[config.mk]
export PLATFORM = sky130hd
export DESIGN_NAME = adc_parallel_port
export DESIGN_NICKNAME = d
export VERILOG_FILES = /design/src/rtl/adc_port_pkg.sv /design/src/rtl/adc_parallel_port.sv /design/src/rtl/conv_counter.sv /design/src/rtl/pin_sync.sv
export VERILOG_INCLUDE_DIRS = /design/src /design/src/rtl
export SDC_FILE = /design/constraint.sdc
export NUM_CORES = 1
export LEC_CHECK = 0
export BUFFER_PORTS_ARGS = -buffer_cell sky130_fd_sc_hd__clkbuf_2
export CELL_PAD_IN_SITES_DETAIL_PLACEMENT = 0
export CELL_PAD_IN_SITES_GLOBAL_PLACEMENT = 2
export CORE_MARGIN = 8
export CORE_UTILIZATION = 37
export DETAILED_ROUTE_END_ITERATION = 12
export GPL_TIMING_DRIVEN = 1
export PLACE_DENSITY_LB_ADDON = 0.1
export SETUP_SLACK_MARGIN = 0.05
export SYNTH_ARGS = -nofsm -noshare
export SYNTH_HDL_FRONTEND = slang
export SYNTH_SLANG_ARGS = --single-unit
[constraint.sdc]
create_clock -name mclk -period 5.18 [get_ports mclk]
set_input_delay 0.777 -clock mclk [delete_from_list [all_inputs] [get_ports mclk]]
set_output_delay 0.777 -clock mclk [all_outputs]
set_load 0.05 [all_outputs]
[src/rtl/adc_port_params.svh]
// Offsets, field positions, reset values and timing figures of the port.
// Assumes inclusion by bare name from the package and the design modules.
`ifndef ADC_PORT_PARAMS_SVH
`define ADC_PORT_PARAMS_SVH

// Bus and word widths
`define RES_W 12
`define BYTE_W 8
`define CHAN_W 3
`define SEL_BIT 8

// Control word layout and reset value
`define CTRL_RST 12'h000
`define SHADOW_RST 8'h00
`define PM_LO_BIT 4
`define PM_HI_BIT 5

// Conversion clock falling edges in one conversion
`define CONV_EDGES 14

// Clock period and power-up times in nanoseconds
`define CLK_NS 10
`define WAKE_FULL_NS 10000000
`define WAKE_STBY_NS 600

`endif

[src/rtl/adc_port_pkg.sv]
// Types shared by the parallel port and its helpers.
// Assumes the params header sits beside it.
`include "adc_port_params.svh"

package adc_port_pkg;

    // Power field codes
    typedef enum logic [1:0] {
        PM_NORMAL = 2'b00,
        PM_AUTO_SHUT = 2'b01,
        PM_AUTO_STBY = 2'b10,
        PM_FULL_DOWN = 2'b11
    } power_code_t;

    // Power state of the converter
    typedef enum logic [1:0] {
        ST_ON = 2'b00,
        ST_SHUT = 2'b01,
        ST_STBY = 2'b10,
        ST_FULL = 2'b11
    } pwr_state_t;

    // Result from the converter core
    typedef struct packed {
        logic [`CHAN_W-1:0] chan;
        logic [`RES_W-1:0] code;
    } conv_word_t;

    // Host strobes, all active low except the width select
    typedef struct packed {
        logic word_mode;
        logic wr_n;
        logic rd_n;
        logic cs_n;
    } host_strobe_t;

endpackage

[src/rtl/adc_parallel_port.sv]
// Parallel host port and power-mode control of an eight-channel converter.
// Assumes the host drives cs_n, rd_n, wr_n and data pins asynchronously,
// and the converter core presents its result on mclk before done.
//
// Functional notes
// - Word mode: one read gives twelve bits
// - Byte mode: two byte reads, pin eight selects
// - Low byte read drives eight result LSBs
// - High byte: MSBs, channel, then zero
// - Read active only while select and read low
// - Drive after both low, release after read
// - Tied-low read: new result before busy falls
// - Word write loads all twelve lines at once
// - Shadow register loads in one write
// - Write data captured on write rising edge
// - Two-bit power field, reset to normal
// - Hold after power-on until start rises
// - Code 01: shut down, hold after conversion
// - Code 10: standby, hold after conversion
// - Code 11: full shutdown on write edge
// - Leaving full shutdown powers up and tracks
// - Start falling edge begins conversion, busy high
// - Early start return aborts, back to track
`timescale 1ns/10ps
`include "adc_port_params.svh"

module adc_parallel_port
#(
    parameter int WAKE_FULL_CYC =
        (`WAKE_FULL_NS + `CLK_NS - 1) / `CLK_NS,
    parameter int WAKE_STBY_CYC =
        (`WAKE_STBY_NS + `CLK_NS - 1) / `CLK_NS
) (
    // Clock and reset
    input wire logic mclk,
    input wire logic sys_rst,
    // Host strobes
    input wire adc_port_pkg::host_strobe_t strobes,
    // Data pins, bit 8 doubles as byte selector
    input wire logic [`RES_W-1:0] data_in,
    output logic [`RES_W-1:0] data_out,
    output logic [`RES_W-1:0] data_oe,
    // Conversion control pins
    input wire logic conversion_start_n,
    input wire logic conversion_clock,
    output logic busy,
    // Converter core side
    input wire adc_port_pkg::conv_word_t core_result,
    input wire logic wr_to_shadow,
    // Status
    output logic [`RES_W-1:0] control_word,
    output logic [`BYTE_W-1:0] shadow_word,
    output adc_port_pkg::pwr_state_t pwr_state,
    output logic tracking,
    output logic settled
);
    import adc_port_pkg::*;

    localparam int SYNC_W = `RES_W + 6;

    logic [SYNC_W-1:0] sync_q;
    logic [`RES_W-1:0] data_s;
    host_strobe_t strobe_s;
    logic cstart_s;
    logic cclk_s;
    logic cstart_d_r;
    logic cclk_d_r;
    logic wr_act_d_r;
    logic rd_act;
    logic wr_act;
    logic wr_rise;
    logic sel;
    logic cstart_fall;
    logic cstart_rise;
    logic cclk_fall;
    logic conv_go;
    logic conv_running;
    logic conv_done;
    logic done_d1_r;
    logic done_d2_r;
    logic [`BYTE_W-1:0] low_byte_r;
    logic ctrl_wr;
    logic [`RES_W-1:0] ctrl_nxt;
    power_code_t pm_nxt;
    power_code_t pm_cur;
    conv_word_t result_r;
    logic [19:0] wake_cnt_r;

    // Read data for the present mode and selector
    function automatic logic [`RES_W-1:0] read_mux(
        input logic word,
        input logic hi,
        input conv_word_t res
    );
        logic [`RES_W-1:0] v;
        v = '0;
        if (word) begin
            v = res.code;
        end else if (hi) begin
            v[7:0] = {1'b0, res.chan, res.code[11:8]};
        end else begin
            v[7:0] = res.code[7:0];
        end
        return v;
    endfunction

    // Power field of a control word
    function automatic power_code_t pm_of(input logic [`RES_W-1:0] w);
        return power_code_t'({w[`PM_HI_BIT], w[`PM_LO_BIT]});
    endfunction

    // All pins pass two flops before use
    pin_sync #(
        .W(SYNC_W),
        .RST_VAL({1'b0, 1'b1, 4'hf, {`RES_W{1'b0}}})
    ) u_sync (
        .mclk(mclk),
        .sys_rst(sys_rst),
        .d({conversion_clock, conversion_start_n, strobes, data_in}),
        .q(sync_q)
    );

    // Split the synchronised pins
    assign data_s = sync_q[`RES_W-1:0];
    assign strobe_s = host_strobe_t'(sync_q[`RES_W+3:`RES_W]);
    assign cstart_s = sync_q[`RES_W+4];
    assign cclk_s = sync_q[`RES_W+5];
    assign sel = data_s[`SEL_BIT];

    // Qualified strobes and edges; a start counts only from track
    assign rd_act = !strobe_s.cs_n && !strobe_s.rd_n;
    assign wr_act = !strobe_s.cs_n && !strobe_s.wr_n;
    assign wr_rise = wr_act_d_r && !wr_act;
    assign cstart_fall = cstart_d_r && !cstart_s;
    assign cstart_rise = !cstart_d_r && cstart_s;
    assign cclk_fall = cclk_d_r && !cclk_s;
    assign conv_go = cstart_fall && tracking && !busy && pwr_state == ST_ON;
    assign pm_cur = pm_of(control_word);

    // Previous pin levels for edge detection
    always_ff @(posedge mclk) begin
        if (sys_rst) begin
            cstart_d_r <= 1'b1;
            cclk_d_r <= 1'b0;
            wr_act_d_r <= 1'b0;
        end else begin
            cstart_d_r <= cstart_s;
            cclk_d_r <= cclk_s;
            wr_act_d_r <= wr_act;
        end
    end

    // Conversion edge counter
    conv_counter #(
        .EDGES(`CONV_EDGES)
    ) u_conv (
        .mclk(mclk),
        .sys_rst(sys_rst),
        .start(conv_go),
        .abort(cstart_rise),
        .clk_fall(cclk_fall),
        .running(conv_running),
        .done(conv_done)
    );

    // Next control word from a write to the control register
    always_comb begin
        ctrl_wr = 1'b0;
        ctrl_nxt = control_word;
        if (wr_rise && !wr_to_shadow) begin
            if (strobe_s.word_mode) begin
                ctrl_wr = 1'b1;
                ctrl_nxt = data_s;
            end else if (sel) begin
                ctrl_wr = 1'b1;
                ctrl_nxt = {data_s[3:0], low_byte_r};
            end
        end
        pm_nxt = pm_of(ctrl_nxt);
    end

    // Control, low byte holding and shadow registers
    always_ff @(posedge mclk) begin
        if (sys_rst) begin
            control_word <= `CTRL_RST;
            low_byte_r <= 8'h00;
            shadow_word <= `SHADOW_RST;
        end else begin
            if (ctrl_wr) begin
                control_word <= ctrl_nxt;
            end
            if (wr_rise && !wr_to_shadow && !strobe_s.word_mode && !sel) begin
                low_byte_r <= data_s[7:0];
            end
            if (wr_rise && wr_to_shadow) begin
                shadow_word <= data_s[7:0];
            end
        end
    end

    // Result latch and busy; data is on the bus a cycle before busy falls
    always_ff @(posedge mclk) begin
        if (sys_rst) begin
            result_r <= '0;
            done_d1_r <= 1'b0;
            done_d2_r <= 1'b0;
            busy <= 1'b0;
        end else begin
            done_d1_r <= conv_done;
            done_d2_r <= done_d1_r;
            if (conv_done) begin
                result_r <= core_result;
            end
            if (conv_go) begin
                busy <= 1'b1;
            end else if (done_d2_r || (busy && !conv_running && !conv_done
                                       && !done_d1_r)) begin
                busy <= 1'b0;
            end
        end
    end

    // Bus drive while the read is qualified, released when it ends
    always_ff @(posedge mclk) begin
        if (sys_rst) begin
            data_out <= '0;
            data_oe <= '0;
        end else begin
            data_out <= read_mux(strobe_s.word_mode, sel, result_r);
            if (rd_act && strobe_s.word_mode) begin
                data_oe <= 12'hfff;
            end else if (rd_act) begin
                data_oe <= 12'h0ff;
            end else begin
                data_oe <= 12'h000;
            end
        end
    end

    // Power state and track-and-hold control
    always_ff @(posedge mclk) begin
        if (sys_rst) begin
            pwr_state <= ST_ON;
            tracking <= 1'b0;
        end else if (ctrl_wr && pm_nxt == PM_FULL_DOWN) begin
            pwr_state <= ST_FULL;
            tracking <= 1'b0;
        end else if (ctrl_wr && pwr_state == ST_FULL) begin
            pwr_state <= ST_ON;
            tracking <= 1'b1;
        end else if (conv_go) begin
            tracking <= 1'b0;
        end else if (conv_done) begin
            case (pm_cur)
                PM_AUTO_SHUT: begin
                    pwr_state <= ST_SHUT;
                    tracking <= 1'b0;
                end
                PM_AUTO_STBY: begin
                    pwr_state <= ST_STBY;
                    tracking <= 1'b0;
                end
                default: begin
                    tracking <= pwr_state == ST_ON;
                end
            endcase
        end else if (cstart_rise) begin
            case (pwr_state)
                ST_SHUT, ST_STBY: begin
                    pwr_state <= ST_ON;
                    tracking <= 1'b1;
                end
                ST_ON: begin
                    tracking <= 1'b1;
                end
                default: begin
                    tracking <= tracking;
                end
            endcase
        end
    end

    // Power-up settling timer; settled shows the host may convert
    always_ff @(posedge mclk) begin
        if (sys_rst) begin
            wake_cnt_r <= 20'h00000;
            settled <= 1'b1;
        end else if (ctrl_wr && pm_nxt == PM_FULL_DOWN) begin
            settled <= 1'b0;
        end else if (ctrl_wr && pwr_state == ST_FULL) begin
            wake_cnt_r <= 20'(WAKE_FULL_CYC - 1);
            settled <= 1'b0;
        end else if (conv_done && pm_cur != PM_NORMAL) begin
            settled <= 1'b0;
        end else if (cstart_rise && pwr_state == ST_SHUT) begin
            wake_cnt_r <= 20'(WAKE_FULL_CYC - 1);
        end else if (cstart_rise && pwr_state == ST_STBY) begin
            wake_cnt_r <= 20'(WAKE_STBY_CYC - 1);
        end else if (pwr_state == ST_ON && !settled) begin
            if (wake_cnt_r == 20'h00000) begin
                settled <= 1'b1;
            end else begin
                wake_cnt_r <= wake_cnt_r - 20'h00001;
            end
        end
    end

    // A qualified read drives the bus on the next edge
    read_drive_a: assert property (@(posedge mclk) disable iff (sys_rst)
        rd_act |=> data_oe != 12'h000)
        else $error("read did not drive the bus");

    // The bus is released once the read ends
    read_release_a: assert property (@(posedge mclk) disable iff (sys_rst)
        !rd_act |=> data_oe == 12'h000)
        else $error("bus still driven after read");

    // Byte mode high read carries MSBs, channel and a zero
    byte_high_a: assert property (@(posedge mclk) disable iff (sys_rst)
        rd_act && !strobe_s.word_mode && sel |=>
        data_out[7:0] == {1'b0, $past(result_r.chan),
                          $past(result_r.code[11:8])} && data_oe == 12'h0ff)
        else $error("high byte read layout wrong");

    // Word read presents the full result
    word_read_a: assert property (@(posedge mclk) disable iff (sys_rst)
        rd_act && strobe_s.word_mode |=> data_out == $past(result_r.code))
        else $error("word read data wrong");

    // New result reaches the bus before busy falls
    result_first_a: assert property (@(posedge mclk) disable iff (sys_rst)
        conv_done |-> ##2 data_out == read_mux($past(strobe_s.word_mode),
                                               $past(sel), result_r) ##1 !busy)
        else $error("busy fell before result was on the bus");

    // Conversion start raises busy and holds the sample
    conv_start_a: assert property (@(posedge mclk) disable iff (sys_rst)
        conv_go |=> busy && !tracking)
        else $error("start did not raise busy");

    // Full shutdown write powers down and holds
    full_down_a: assert property (@(posedge mclk) disable iff (sys_rst)
        ctrl_wr && pm_nxt == PM_FULL_DOWN |=>
        pwr_state == ST_FULL && !tracking && !settled)
        else $error("full shutdown not entered");

    // Leaving full shutdown powers up and tracks
    full_wake_a: assert property (@(posedge mclk) disable iff (sys_rst)
        ctrl_wr && pwr_state == ST_FULL && pm_nxt != PM_FULL_DOWN |=>
        pwr_state == ST_ON && tracking)
        else $error("full shutdown exit wrong");

    // Auto shutdown powers down at the end of conversion
    auto_down_a: assert property (@(posedge mclk) disable iff (sys_rst)
        conv_done && !ctrl_wr && pm_cur == PM_AUTO_SHUT |=>
        pwr_state == ST_SHUT && !tracking)
        else $error("auto shutdown not entered");

    // Standby wakes on the start rising edge
    stby_wake_a: assert property (@(posedge mclk) disable iff (sys_rst)
        cstart_rise && pwr_state == ST_STBY && !ctrl_wr && !conv_done |=>
        pwr_state == ST_ON && tracking)
        else $error("standby wake failed");

endmodule

[src/rtl/conv_counter.sv]
// Counts conversion clock falling edges through one conversion.
// Assumes start, abort and clk_fall are one-cycle pulses on mclk.
`timescale 1ns/10ps
`include "adc_port_params.svh"

module conv_counter #(
    parameter int EDGES = `CONV_EDGES
) (
    // Clock and reset
    input wire logic mclk,
    input wire logic sys_rst,
    // Control pulses
    input wire logic start,
    input wire logic abort,
    input wire logic clk_fall,
    // Status
    output logic running,
    output logic done
);

    logic [4:0] cnt_r;

    // Edge count; abort stops it without a done
    always_ff @(posedge mclk) begin
        if (sys_rst) begin
            cnt_r <= 5'h00;
            running <= 1'b0;
            done <= 1'b0;
        end else begin
            done <= 1'b0;
            if (start && !running) begin
                running <= 1'b1;
                cnt_r <= 5'h00;
            end else if (running && abort) begin
                running <= 1'b0;
            end else if (running && clk_fall) begin
                if (cnt_r == 5'(EDGES - 1)) begin
                    running <= 1'b0;
                    done <= 1'b1;
                end
                cnt_r <= cnt_r + 5'h01;
            end
        end
    end

    // Done only on the last edge of a full count
    conv_length_a: assert property (@(posedge mclk) disable iff (sys_rst)
        done |-> $past(cnt_r) == 5'(EDGES - 1) && $past(clk_fall))
        else $error("conversion ended on wrong edge count");

endmodule

[src/rtl/pin_sync.sv]
// Two-flop synchroniser for a group of pin inputs.
// Assumes the pins are asynchronous to mclk and individually sampled.
`timescale 1ns/10ps

module pin_sync #(
    parameter int W = 1,
    parameter logic [W-1:0] RST_VAL = '0
) (
    // Clock and reset
    input wire logic mclk,
    input wire logic sys_rst,
    // Pins in, synchronised copy out
    input wire logic [W-1:0] d,
    output logic [W-1:0] q
);

    logic [W-1:0] meta_r;

    // First flop feeds only the second
    always_ff @(posedge mclk) begin
        if (sys_rst) begin
            meta_r <= RST_VAL;
            q <= RST_VAL;
        end else begin
            meta_r <= d;
            q <= meta_r;
        end
    end

endmodule
==> flow_metrics.env <==
export IMPL_cts_sinks=130
export IMPL_drtIter0Drc=219
export IMPL_die_area_sq_mm=0.0186
export IMPL_grt_ovfl_total=0
export IMPL_cp_end_kind="flop"
export IMPL_vias_per_cell=5.09
export IMPL_io_pins=85
export IMPL_post_cts_buffers=0
export IMPL_core_area_sq_mm=0.0144
export IMPL_hold_viol=0
export IMPL_fin_setup_tns_ns=0
export IMPL_setup_viol=0
export IMPL_ir_worst_vdd_mv=0.217
export IMPL_synth_area_leaders="dfxtp_1 (49%), mux2i_1 (5.6%), nor2_1 (5.3%)"
export IMPL_cts_root_buf="clkbuf_16"
export IMPL_min_period_over_period_pct=53.3
export IMPL_dpl_cell_count=812
export IMPL_fin_nets=694
export IMPL_worstSkewPairLatency_ns=0.42
export IMPL_synth_edf_count=0
export IMPL_place_gp_congestion=0.785
export IMPL_worstPathArrival_ns=3.01
export IMPL_cts_tree="yes"
export IMPL_skew_ns=0.00987
export IMPL_p_per_area_mw_per_mm2=355
export IMPL_hpwlAfterDp_microns=9210
export IMPL_min_from="u_sync.meta_r[12]"
export IMPL_synthFlopType="dfxtp_1"
export IMPL_grt_pass1_vias=4172
export IMPL_start_kind="flop"
export IMPL_clk_pin_slew_ns=0.06
export IMPL_ys_async_sr_fraction_pct=0
export IMPL_criticalPathCategory="reg -> reg"
export IMPL_grt_max_degree=78
export IMPL_synth_cell_type_count=62
export IMPL_detail_route_wl_per_cell_microns=15.9
export IMPL_synth_fp_nets=630
export IMPL_seq_area_frac_synth_pct=48.6
export IMPL_tightest_slew_ns=0.964
export IMPL_maxCapViolCount=0
export IMPL_timing_rr_end="wake_cnt_r[14]"
export IMPL_dieHeight_microns=136
export IMPL_fin_hold_ws_ns=0.407
export IMPL_fp_dieW_microns=136
export IMPL_syn_inst=583
export IMPL_final_antenna_net_count=0
export IMPL_syn2layout_area_growth_pct=20.5
export IMPL_setup_slack_ns=2.42
export IMPL_initial_core_util_pct=37.3
export IMPL_drc=0
export IMPL_cts_buffers_inserted=17
export IMPL_regToRegStartpoint="u_sync.q[15]"
export IMPL_port_buffers=84
export IMPL_dp_slack_ns=2.41
export IMPL_synthesis_area_sq_mm=0.00536
export IMPL_maxSlewHeadroom_pct=35.6
export IMPL_maxSlewViolCount=0
export IMPL_grt_pass1_wl_microns=21600
export IMPL_p_leak_nw=2.49
export IMPL_required_ns=5.43
export IMPL_status="finished clean"
export IMPL_yosys_area_top_type_share_pct=48.6
export IMPL_rsz0062_at_grt="no"
export IMPL_period_needed_ns=2.76
export IMPL_drt_first_pass_iters=4
export IMPL_fmax_mhz=363
export IMPL_rows=44
export IMPL_fin_cells=844
export IMPL_hold_buffers=0
export IMPL_worstHoldEndpoint="u_sync.q[12]"
export IMPL_holdPathStages=1
export IMPL_vias=4297
export IMPL_layout_drive_gt1_share_pct=21.7
export IMPL_yosys_area_top_type="dfxtp_1"
export IMPL_synth_seq_cells=130
export IMPL_cp_max_fo=29
export IMPL_cts_resized=0
export IMPL_synth_area_per_cell_sq_um=9.19
export IMPL_wl_microns=13400
export IMPL_yosys_warnings=0
export IMPL_clock_path_buffers=2
export IMPL_diodes=0
export IMPL_hp_class="reg -> reg"
export IMPL_h_tree_depth=4
export IMPL_r2r_cells=5
export IMPL_track_usage_pct=14.9
export IMPL_rrSetupSlack_ns=2.42
export IMPL_antenna_found_initial=0
==> cells in the final DEF (no fill, tap or decap), types with 6 or more instances in the layout <==
master	count
nor2_1	76
nand3_1	13
or2_2	13
nand2_1	37
nor2b_1	33
mux2i_1	30
clkbuf_2	83
nor3_1	8
nor4_1	7
a21oi_1	26
dfxtp_1	130
ha_1	11
o221ai_1	8
inv_1	24
a221oi_1	7
clkbuf_16	17
a211oi_1	17
o21ai_0	7
buf_4	6
==> state kept, by name, indices dropped and copies added (netlist names), 2 cells and up <==
signal	flops
control_word	12
wake_cnt_r	20
pwr_state	2
u_sync.q	18
u_sync.meta_r	18
low_byte_r	8
data_oe	2
u_conv.cnt_r	5
result_r	15
shadow_word	8
data_out	12
==> worst max-delay path: stages, from the launching register on <==
cell      delay (ns)
dfxtp_1         0.89
nand4b_1        0.27
nand3b_1        0.14
a221o_1         0.46
a21oi_1         0.64
a221oi_1        0.20
==> routing by layer <==
layer,wire length (microns),vias up,GRT usage [%]
met5,0,-,0
met1,6620,2001,19.0
met4,142,0,5.92
met2,5850,108,22.2
li1,-,2177,-
met3,779,11,5.43
==> layout make-up <==
class	count	area, sq um
fillers	1396	7910
flip-flops and latches	130	2600
multi-input cells	385	2470
repair buffers	89	460
clock buffers	19	453
well taps	184	230
clock inverters	13	149
inverters	24	90.1
==> where the power goes <==
group          total, mW  internal, mW  switching [mW]
registers           1.03          1.01          0.0107
clock network       1.21         0.741           0.465
logic             0.0578        0.0241          0.0337
total               2.29          1.78           0.509
==> cells by family after synthesis <==
logic type	share of synthesized area, %
flip-flops	48.6
AND/OR/NAND/NOR	22.5
multiplexers	5.60
AO/OA/AOI/OAI	14.5
buffers and inverters	5.53
adder cells (fa/ha/maj)	2.57
XOR/XNOR	0.654
==> how the worst max path moves through the flow <==
stage                            start              to  slack, ns
final                     u_sync.q[15]  wake_cnt_r[14]       2.42
after global placement    u_sync.q[15]   wake_cnt_r[2]       2.41
after CTS                 u_sync.q[15]  wake_cnt_r[14]       2.40
after global routing      u_sync.q[15]   wake_cnt_r[2]       2.16
after floorplan           pwr_state[1]  wake_cnt_r[14]       2.93
after detailed placement  u_sync.q[15]  wake_cnt_r[14]       2.41
==> cell usage after synthesis (4+ instances only) <==
master,count
mux2i_1,30
a21oi_1,26
clkbuf_1,26
o21ai_0,7
nor3_1,9
nor2_1,76
a21o_1,4
nand4_1,5
buf_1,5
o21a_1,4
a31oi_1,5
and3_1,5
nand4b_1,5
nor2b_1,33
inv_1,24
or2_2,13
nand2_1,37
a211oi_1,17
o221ai_1,8
dfxtp_1,130
nor4_1,8
and2_1,4
a221oi_1,7
buf_4,10
nand3_1,13
ha_1,11
==> metrics by stage <==
| stage | total power [mW] | instance area (sq um) | util [%] |
|---|---|---|---|
| after floorplan | 1.08 | 5360 | - |
| after global placement | 1.11 | 5860 | 40.8 |
| after detailed placement | 1.11 | 5860 | 40.8 |
| after CTS | 2.33 | 6460 | 44.9 |
| after global routing | 2.37 | 6460 | 44.9 |
| final | 2.29 | 6460 | 44.9 |
Power figures use the tool's default switching activity.
